## src/inc/afz_pkg.sv

```systemverilog
// package for the arc-flash zone trip logic: widths, defaults, enumerations
// assumes a single program-cycle clock domain shared by all users
package afz_pkg;
	localparam int ZONES = 4;
	localparam int CHANS = 4;
	localparam int CUR_W = 16;
	localparam int THR_W = 13;
	localparam logic [THR_W-1:0] PH_THR_RST = 13'h0078;
	localparam logic [THR_W-1:0] RES_THR_RST = 13'h0078;
	localparam logic [3:0] ZONE_EN_RST = 4'h0;
	localparam logic [3:0] SAMPLE_MIN_RST = 4'h1;
	localparam logic [3:0] WINDOW_LEN_RST = 4'h5;
	localparam int WINDOW_MS = 5;
	localparam int SAMPLES_PER_WINDOW = 5;
	localparam int BLOCK_LEAD_MS = 5;
	localparam int CLK_MHZ = 250;
	typedef enum logic [1:0] {
		AFZ_RES_NONE = 2'b00,
		AFZ_RES_FIRST = 2'b01,
		AFZ_RES_SECOND = 2'b10
	} afz_res_sel_t;
	typedef enum logic [1:0] {
		AFZ_DI_OFF = 2'b00,
		AFZ_DI_DIRECT = 2'b01,
		AFZ_DI_QUAL = 2'b10
	} afz_di_mode_t;
	typedef enum logic [2:0] {
		AFZ_MODE_ON = 3'b000,
		AFZ_MODE_BLOCKED = 3'b001,
		AFZ_MODE_TEST = 3'b010,
		AFZ_MODE_TEST_BLOCKED = 3'b011,
		AFZ_MODE_OFF = 3'b100
	} afz_mode_t;
endpackage : afz_pkg

```

## src/inc/afz_cur_if.sv

```systemverilog
// interface carrying one current-condition decision between modules
// assumes the clocks of both ends are the same program-cycle clock
`timescale 1ns/1ps
interface afz_cur_if;
	logic active;
	logic blocked;
	modport src (output active, output blocked);
	modport dst (input active, input blocked);
endinterface : afz_cur_if

```

## src/hdl/afz_cur_det.sv

```systemverilog
// current condition detector: counts samples over threshold per window
// assumes sample_valid marks one new sample per program cycle
`timescale 1ns/1ps
module afz_cur_det
	import afz_pkg::*;
(
	input wire logic clk,
	input wire logic srst,
	input wire logic sample_valid,
	input wire logic over,
	input wire logic enable,
	input wire logic blk,
	input wire logic [3:0] need,
	afz_cur_if.src cond
);
	import afz_pkg::*;
	logic [3:0] cnt;
	logic [3:0] pos;
	logic act;
	wire last_pos = (pos == WINDOW_LEN_RST - 4'h1);
	wire [3:0] next_cnt = over ? cnt + 4'h1 : cnt;
	always_ff @(posedge clk) begin
		if (srst) begin
			cnt <= 4'h0;
			pos <= 4'h0;
			act <= 1'b0;
		end else if (sample_valid) begin
			// window closes: decide on the count, including this sample
			if (last_pos) begin
				act <= enable && (next_cnt >= need);
				cnt <= 4'h0;
				pos <= 4'h0;
			end else begin
				cnt <= next_cnt;
				pos <= pos + 4'h1;
			end
		end
	end
	// enable gates the outputs too, so a deselected source drops at once
	assign cond.active = act && enable && !blk;
	assign cond.blocked = act && enable && blk;
endmodule : afz_cur_det

```

## src/hdl/afz_zone_trip.sv

```systemverilog
// arc-flash zone decision logic for four zones and four sensor channels
// assumes all inputs except the sensor, digital input, blocking and unit fault pins are clk-synchronous
`timescale 1ns/1ps
module afz_zone_trip
	import afz_pkg::*;
(
	input wire logic clk,
	input wire logic srst,
	input wire logic cycle_start,
	input wire logic sample_valid,
	input wire logic [CUR_W-1:0] phase_a_current,
	input wire logic [CUR_W-1:0] phase_b_current,
	input wire logic [CUR_W-1:0] phase_c_current,
	input wire logic [CUR_W-1:0] residual_input_first,
	input wire logic [CUR_W-1:0] residual_input_second,
	input wire logic [THR_W-1:0] ph_thr,
	input wire logic [THR_W-1:0] res_thr,
	input wire logic ph_thr_load,
	input wire logic res_thr_load,
	input wire logic [1:0] res_sel,
	input wire logic [3:0] sample_need,
	input wire logic [ZONES-1:0] zone_en,
	input wire logic [ZONES-1:0] zone_ph_en,
	input wire logic [ZONES-1:0] zone_res_en,
	input wire logic [ZONES*CHANS-1:0] zone_light_en,
	input wire logic [ZONES*CHANS-1:0] zone_pres_en,
	input wire logic [ZONES*2-1:0] zone_di_mode,
	input wire logic [2:0] mode_set,
	input wire logic [CHANS-1:0] light_pin,
	input wire logic [CHANS-1:0] pres_pin,
	input wire logic di_pin,
	input wire logic block_pin,
	input wire logic io_fault_pin,
	input wire logic [CHANS*2-1:0] sensors_cfg,
	input wire logic [CHANS*2-1:0] sensors_found,
	output logic [ZONES-1:0] zone_trip,
	output logic [ZONES-1:0] zone_blocked,
	output logic phase_overcurrent_pickup,
	output logic ph_curr_blocked,
	output logic res_curr_start,
	output logic res_curr_blocked,
	output logic [CHANS-1:0] chan_light,
	output logic [CHANS-1:0] chan_pres,
	output logic di_status,
	output logic [CHANS-1:0] sensor_fault,
	output logic io_fault,
	output logic [2:0] mode_status
);
	import afz_pkg::*;

	function automatic logic over_thr(input logic [CUR_W-1:0] cur, input logic [THR_W-1:0] thr);
		over_thr = cur > {{(CUR_W-THR_W){1'b0}}, thr};
	endfunction : over_thr

	// pin inputs: two-stage synchronisers, first stage read only by the second
	logic [CHANS*2+2:0] sync1;
	logic [CHANS*2+2:0] sync2;
	always_ff @(posedge clk) begin
		if (srst) begin
			sync1 <= '0;
			sync2 <= '0;
		end else begin
			sync1 <= {io_fault_pin, block_pin, di_pin, pres_pin, light_pin};
			sync2 <= sync1;
		end
	end
	wire [CHANS-1:0] light_s = sync2[CHANS-1:0];
	wire [CHANS-1:0] pres_s = sync2[2*CHANS-1:CHANS];
	wire di_s = sync2[2*CHANS];
	wire block_s = sync2[2*CHANS+1];
	wire io_fault_s = sync2[2*CHANS+2];

	// thresholds held internally so reset gives the 1.2 p.u. defaults
	logic [THR_W-1:0] ph_thr_q;
	logic [THR_W-1:0] res_thr_q;
	logic block_q;
	always_ff @(posedge clk) begin
		if (srst) begin
			ph_thr_q <= PH_THR_RST;
			res_thr_q <= RES_THR_RST;
		end else begin
			// live reload, no restart of the detectors
			if (ph_thr_load)
				ph_thr_q <= ph_thr;
			if (res_thr_load)
				res_thr_q <= res_thr;
		end
	end
	always_ff @(posedge clk) begin
		if (srst)
			block_q <= 1'b0;
		else if (cycle_start)
			block_q <= block_s;
	end

	// operating mode; unknown codes read back as off
	wire [2:0] mode_v = (mode_set > AFZ_MODE_OFF) ? AFZ_MODE_OFF : mode_set;
	wire mode_blocks = (mode_v == AFZ_MODE_BLOCKED) || (mode_v == AFZ_MODE_TEST_BLOCKED);
	wire mode_off = (mode_v == AFZ_MODE_OFF);
	wire blk_eff = block_q || mode_blocks;

	wire ph_over = over_thr(phase_a_current, ph_thr_q) ||
		over_thr(phase_b_current, ph_thr_q) ||
		over_thr(phase_c_current, ph_thr_q);
	wire [CUR_W-1:0] res_cur = (res_sel == AFZ_RES_SECOND) ? residual_input_second
		: residual_input_first;
	wire res_on = (res_sel == AFZ_RES_FIRST) || (res_sel == AFZ_RES_SECOND);
	wire res_over = res_on && over_thr(res_cur, res_thr_q);

	afz_cur_if ph_cond ();
	afz_cur_if res_cond ();
	afz_cur_det u_ph (
		.clk(clk),
		.srst(srst),
		.sample_valid(sample_valid),
		.over(ph_over),
		.enable(1'b1),
		.blk(blk_eff),
		.need(sample_need),
		.cond(ph_cond.src)
	);
	afz_cur_det u_res (
		.clk(clk),
		.srst(srst),
		.sample_valid(sample_valid),
		.over(res_over),
		.enable(res_on),
		.blk(blk_eff),
		.need(sample_need),
		.cond(res_cond.src)
	);
	wire ph_raw = ph_cond.active || ph_cond.blocked;
	wire res_raw = res_cond.active || res_cond.blocked;

	// per-zone pick-up
	logic [ZONES-1:0] pickup;
	always_comb begin
		for (int z = 0; z < ZONES; z++) begin
			logic sens;
			logic qual;
			logic di_hit;
			sens = |(light_s & zone_light_en[z*CHANS +: CHANS]) |
				|(pres_s & zone_pres_en[z*CHANS +: CHANS]);
			qual = (!zone_ph_en[z] || ph_raw) && (!zone_res_en[z] || res_raw);
			di_hit = 1'b0;
			if (zone_di_mode[z*2 +: 2] == AFZ_DI_DIRECT)
				di_hit = di_s;
			if (zone_di_mode[z*2 +: 2] == AFZ_DI_QUAL)
				sens = sens && di_s;
			pickup[z] = zone_en[z] && !mode_off && ((sens && qual) || di_hit);
		end
	end

	logic [ZONES-1:0] next_trip;
	logic [ZONES-1:0] next_blocked;
	assign next_trip = pickup & {ZONES{!blk_eff}};
	assign next_blocked = pickup & {ZONES{blk_eff}};

	// sensor count mismatch per channel
	logic [CHANS-1:0] next_fault;
	always_comb begin
		for (int c = 0; c < CHANS; c++)
			next_fault[c] = sensors_cfg[c*2 +: 2] != sensors_found[c*2 +: 2];
	end

	// condition status: one register stage after the pick-up decision
	always_ff @(posedge clk) begin
		if (srst) begin
			zone_trip <= '0;
			zone_blocked <= '0;
		end else begin
			zone_trip <= next_trip;
			zone_blocked <= next_blocked;
		end
	end

	always_ff @(posedge clk) begin
		if (srst) begin
			phase_overcurrent_pickup <= 1'b0;
			ph_curr_blocked <= 1'b0;
			res_curr_start <= 1'b0;
			res_curr_blocked <= 1'b0;
		end else begin
			phase_overcurrent_pickup <= ph_cond.active;
			ph_curr_blocked <= ph_cond.blocked;
			res_curr_start <= res_cond.active;
			res_curr_blocked <= res_cond.blocked;
		end
	end

	always_ff @(posedge clk) begin
		if (srst) begin
			chan_light <= '0;
			chan_pres <= '0;
			di_status <= 1'b0;
			sensor_fault <= '0;
			io_fault <= 1'b0;
		end else begin
			chan_light <= light_s;
			chan_pres <= pres_s;
			di_status <= di_s;
			sensor_fault <= next_fault;
			io_fault <= io_fault_s;
		end
	end

	always_ff @(posedge clk) begin
		if (srst)
			mode_status <= AFZ_MODE_ON;
		else
			mode_status <= mode_v;
	end

	// pin-path checks need three clean edges since the last reset
	logic [2:0] rst_hist;
	always_ff @(posedge clk)
		rst_hist <= {rst_hist[1:0], srst};
	wire pins_settled = (rst_hist == 3'h0);

	trip_excl_a: assert property (@(posedge clk) disable iff (srst)
		!(|(zone_trip & zone_blocked)))
		else $error("zone trip and blocked together");

	trip_cause_a: assert property (@(posedge clk) disable iff (srst)
		(pickup != '0 && !blk_eff) |=> (zone_trip == $past(pickup)))
		else $error("trip missing after unblocked pick-up");

	blocked_cause_a: assert property (@(posedge clk) disable iff (srst)
		(pickup != '0 && blk_eff) |=> (zone_blocked == $past(pickup) && zone_trip == '0))
		else $error("blocked indication wrong");

	zone_off_a: assert property (@(posedge clk) disable iff (srst)
		(zone_en == '0) |=> (zone_trip == '0 && zone_blocked == '0))
		else $error("disabled zone reported");

	mode_off_a: assert property (@(posedge clk) disable iff (srst)
		(mode_set == AFZ_MODE_OFF) |=> (zone_trip == '0 && zone_blocked == '0))
		else $error("zone reported while function off");

	mode_block_a: assert property (@(posedge clk) disable iff (srst)
		(mode_set == AFZ_MODE_BLOCKED || mode_set == AFZ_MODE_TEST_BLOCKED)
			|=> (zone_trip == '0))
		else $error("trip while function blocked");

	block_hold_a: assert property (@(posedge clk) disable iff (srst)
		!cycle_start |=> $stable(block_q))
		else $error("block sample moved mid-cycle");

	block_take_a: assert property (@(posedge clk) disable iff (srst)
		cycle_start |=> (block_q == $past(block_s)))
		else $error("block input not taken at cycle start");

	res_none_a: assert property (@(posedge clk) disable iff (srst)
		!res_on |=> !(res_curr_start || res_curr_blocked))
		else $error("residual active with none selected");

	ph_gate_a: assert property (@(posedge clk) disable iff (srst)
		(zone_ph_en[0] && !ph_raw && zone_di_mode[1:0] != AFZ_DI_DIRECT) |-> !pickup[0])
		else $error("zone 0 picked up without phase condition");

	res_gate_a: assert property (@(posedge clk) disable iff (srst)
		(zone_res_en[0] && !res_raw && zone_di_mode[1:0] != AFZ_DI_DIRECT) |-> !pickup[0])
		else $error("zone 0 picked up without residual condition");

	di_direct_a: assert property (@(posedge clk) disable iff (srst)
		(zone_en[0] && !mode_off && zone_di_mode[1:0] == AFZ_DI_DIRECT && di_s)
			|-> pickup[0])
		else $error("direct digital input did not pick up zone 0");

	di_qual_a: assert property (@(posedge clk) disable iff (srst)
		(zone_di_mode[1:0] == AFZ_DI_QUAL && !di_s) |-> !pickup[0])
		else $error("qualified zone 0 picked up without digital input");

	cur_excl_a: assert property (@(posedge clk) disable iff (srst)
		!(phase_overcurrent_pickup && ph_curr_blocked) && !(res_curr_start && res_curr_blocked))
		else $error("current start and blocked together");

	thr_load_a: assert property (@(posedge clk) disable iff (srst)
		ph_thr_load |=> (ph_thr_q == $past(ph_thr)))
		else $error("phase threshold not loaded");

	thr_reset_a: assert property (@(posedge clk) disable iff (srst)
		$past(srst) |-> (ph_thr_q == PH_THR_RST && res_thr_q == RES_THR_RST))
		else $error("threshold default lost after reset");

	fault_map_a: assert property (@(posedge clk) disable iff (srst)
		(sensors_cfg != sensors_found) |=> (sensor_fault != '0))
		else $error("sensor fault not flagged");

	fault_last_a: assert property (@(posedge clk) disable iff (srst)
		(sensors_cfg[7:6] != sensors_found[7:6]) |=> sensor_fault[3])
		else $error("last channel sensor fault not flagged");

	fault_clear_a: assert property (@(posedge clk) disable iff (srst)
		(sensors_cfg == sensors_found) |=> (sensor_fault == '0))
		else $error("sensor fault without count mismatch");

	mode_rep_a: assert property (@(posedge clk) disable iff (srst)
		(mode_set <= AFZ_MODE_OFF) |=> (mode_status == $past(mode_set)))
		else $error("mode status does not follow setting");

	mode_clamp_a: assert property (@(posedge clk) disable iff (srst)
		(mode_set > AFZ_MODE_OFF) |=> (mode_status == AFZ_MODE_OFF))
		else $error("unknown mode not reported as off");

	light_copy_a: assert property (@(posedge clk) disable iff (srst)
		pins_settled |-> (chan_light == $past(light_pin, 3)))
		else $error("light status does not follow pins");

	pres_copy_a: assert property (@(posedge clk) disable iff (srst)
		pins_settled |-> (chan_pres == $past(pres_pin, 3)))
		else $error("pressure status does not follow pins");

	di_copy_a: assert property (@(posedge clk) disable iff (srst)
		pins_settled |-> (di_status == $past(di_pin, 3)))
		else $error("digital input status does not follow pin");

	io_copy_a: assert property (@(posedge clk) disable iff (srst)
		pins_settled |-> (io_fault == $past(io_fault_pin, 3)))
		else $error("unit fault status does not follow pin");
endmodule : afz_zone_trip

```

## config.mk

```make
export PLATFORM = sky130hd
export DESIGN_NAME = afz_zone_trip
export DESIGN_NICKNAME = d
export VERILOG_FILES = /design/src/inc/afz_pkg.sv /design/src/inc/afz_cur_if.sv /design/src/hdl/afz_cur_det.sv /design/src/hdl/afz_zone_trip.sv
export SDC_FILE = /design/constraint.sdc
export NUM_CORES = 1
export LEC_CHECK = 0
export ABC_AREA = 1
export BUFFER_PORTS_ARGS = -buffer_cell sky130_fd_sc_hd__clkbuf_2
export CORE_UTILIZATION = 49
export DETAILED_ROUTE_END_ITERATION = 10
export PLACE_DENSITY = 0.81
export SYNTH_ARGS = -nofsm -noshare
export SYNTH_HDL_FRONTEND = slang
export SYNTH_SLANG_ARGS = --single-unit
```

## constraint.sdc

```tcl
create_clock -name clk -period 3.4 [get_ports clk]
set_input_delay 0.34 -clock clk [delete_from_list [all_inputs] [get_ports clk]]
set_output_delay 0.34 -clock clk [all_outputs]
set_load 0.03 [all_outputs]
```

==> impl_metrics.toml <==
[status]
status = "complete, no violations"

[clock_network]
ctsHtreeMaxLevel = 3
cts_buffers = 9
clock_sinks = 96
clockBufferDepth = 2
cts_setup_buffers = 0
clock_latency_ps = 360
cts_root_buffer = "clkbuf_8"
clkTransAtPathRegs_ps = 110
cts_resized = 0
cts_hold_buffers = 0
cts_tree = "done"

[logic_synthesis]
synth_edf_count = 0
async_flop_share_pct = 0
netlist.area_leader.share_pct = 35.1
yosys.area.top_type = "dfxtp_1"
synth.distinct_cells = 40
synthesis.nets = 1010
synth_seq_cells = 96
synth.area.top_cells = "dfxtp_1 (35%), ha_1 (15%), nand2_1 (11%), inv_1 (7.3%), nor2_1 (5.8%)"
synth_ff_type = "dfxtp_1"
syn_avg_cell_area_sq_um = 7.36
synth_cells = 743
yosysSeqAreaShare_pct = 35.1
ys_warn_count = 0
synth_area_sq_um = 5470

[global_routing]
grtUsageTotal_pct = 22.7
grt_pass1_wl_um = 20900
grt_pass1_vias = 4809
grt-ovfl-total = 0
grt_max_degree = 61
grt_antenna_before_repair = 0

[critical_path]
cp-end-kind = "flop"
critical_path_required_ps = 3620
crit_type = "input pin to flop"
slowest_stage = "ha_1"
worstPathArrival_ps = 3200
cp_cell_sequence = "clkbuf_2, inv_1, ha_1, buf_4, nand2_1, nand2_1, ha_1, nand2_1, nor2_1, inv_1, o21ai_1, nand2_2, nand2_4, nand3b_1, and2_1, ha_1, inv_1, a21oi_1, o21a_1, o21a_1, o21ai_0, o22ai_1"
cp_slowest_stage_delay_ps = 280
crit_fanout = 11
cp-start-kind = "input pin"

[timing]
hold_viol_final = 0
finalClockSkew_ps = 19.0
post-route-period-util_pct = 87.4
worst_pin_slew_ps = 801
finalSetupTns_ps = 0
max_freq_mhz = 336
finalSetupViolCount = 0
finalMaxSlewViolations = 0
period_minus_slack_ps = 2970
rsz0062_at_grt = "no"
relSlewSlack_pct = 46.5

[pwr]
ir_worst_vdd_uv = 288
leakage_uw = 0.00369
p_int_uw = 1710
pwr_density_cell_nw_per_um2 = 355
power_frac_seq_pct = 49.3
power_switching_uw = 743
power_frac_clock_pct = 27.9
pwr-share-comb_pct = 22.8
switching_share_pct = 30.3

[place]
dp_hpwl_um = 10500
place_area_sq_um = 6730
gp_congestion = 0.832
io_buffer_count = 228

[routing]
drc_errors = 0
wl_per_cell_um = 11.7
drt_iter0_drc = 289
routed_wirelength_um = 13000
detail-route-antenna-nets = 0
vias = 5313
routed_via_density = 4.78
drt-pass1-iter-count = 4

[die]
num_rows = 38
die_w_um = 108
io_pins = 229
start_util_pct = 50.5
core_sq_um = 10800
die_y_um = 108
dieArea_sq_um = 11600

[flow_run]
cap_viol_max_count = 0

[finish]
nets = 1233
antenna_cells = 0
layout_common_cells = "clkbuf_2 (228), nand2_1 (155), inv_1 (107), dfxtp_1 (96), nor2_1 (85)"
final_common_cell = "clkbuf_2"
drive_above_1_share_pct = 27.8
post-route-cell-area_sq_um = 6910
syn_to_final_growth_pct = 26.3

[worst_hold_path]
worstHoldPathType = "input pin to flop"
-- state kept, by name, summed over array words and instances, names as in the netlist --
name and flops:
u_ph.pos 4, phase_overcurrent_pickup 1, ph_thr_q 13, res_curr_start 1
di_status 1, u_res.pos 4, chan_pres 4, mode_status 3
u_ph.cnt 4, io_fault 1, u_res.cnt 4, u_res.act 1
zone_trip 4, ph_curr_blocked 1, res_curr_blocked 1, u_ph.act 1
sync2 11, block_q 1, chan_light 4, sync1 11
sensor_fault 4, zone_blocked 4, res_thr_q 13
-- path summary, 6_finish.rpt --
check                                          startpoint                     end  slack [ps]  cells after the start
worst max-delay path                           res_sel[0]  u_res.act$_SDFFE_PP0P_         430                     22
worst max register to register  res_thr_q[7]$_SDFFE_PP0P_  u_res.act$_SDFFE_PP0P_         730                     17
worst min-delay path                          pres_pin[3]     sync1[7]$_SDFF_PP0_         160                      3
worst min register to register       sync2[10]$_SDFF_PP0_     io_fault$_SDFF_PP0_         390                      2
-- worst max-delay path: cells and delay by family --
family | cells | cell delay, ps
fa+ha+maj | 3 | 810
compound gates | 6 | 760
simple gates | 8 | 830
buf+inv | 5 | 440
-- metrics by stage --
step                      std cells  util (%)  hold WS, ps  setup slack (ps)  total power, uW
after floorplan                 743         -          388               307             1580
final                          1111      63.8          157               427             2450
after detailed placement       1095      62.1          393              64.1             1790
after CTS                      1111      63.8          135               426             2480
after global placement         1095      62.1          389               160             1780
after global routing           1111      63.8          141               221             2610
-- cells by family after synthesis --
group	count (synthesis)	synth area share, %
XOR/XNOR	16	2.56
AO/OA/AOI/OAI	122	12.5
flip-flops	96	35.1
buffers and inverters	128	9.01
multiplexers	1	0.183
adder cells (fa/ha/maj)	67	15.3
AND/OR/NAND/NOR	313	25.3
-- cell type report --
| class | count | area (sq um) |
|---|---|---|
| Fill cell | 989 | 3930 |
| Multi-Input combinational cell | 519 | 3060 |
| Sequential cell | 96 | 1920 |
| Timing Repair Buffer | 231 | 1160 |
| Inverter | 109 | 414 |
| Tap cell | 140 | 175 |
| Clock buffer | 10 | 128 |
| Clock inverter | 6 | 52.6 |
-- power groups by stage --
stage	Combinational (uW)	Clock [uW]	Sequential, uW
after global placement	545	0	1230
final	559	685	1210
after floorplan	336	0	1250
after global routing	644	756	1210
after detailed placement	560	0	1230
after CTS	564	709	1210
-- metal layers --
metal / vias up / global-route usage, % / part of all wire (%)
met5: - / 0 / 0
met4: 0 / 7.63 / 1.3
met3: 16 / 4.84 / 6.3
li1: 2844 / - / -
met1: 2293 / 27.7 / 44
met2: 160 / 39.2 / 49
-- cell usage after synthesis (2+ instances only) --
| cell type | n |
|---|---|
| inv_1 | 107 |
| a21oi_1 | 60 |
| a22o_1 | 9 |
| nand3_1 | 20 |
| clkbuf_1 | 17 |
| o21a_1 | 6 |
| a21o_1 | 2 |
| and2_1 | 4 |
| dfxtp_1 | 96 |
| nor2_1 | 85 |
| nand2_1 | 155 |
| nor3_2 | 2 |
| o21ai_0 | 36 |
| nand4_1 | 15 |
| nand2_4 | 2 |
| nor3_1 | 9 |
| ha_1 | 67 |
| nand3b_1 | 3 |
| nor2_4 | 2 |
| xor2_1 | 6 |
| nor3b_2 | 2 |
| xnor2_1 | 10 |
| nand2_2 | 5 |
| o22ai_1 | 5 |
| nor2_2 | 3 |
(Power assumes the default switching activity.)
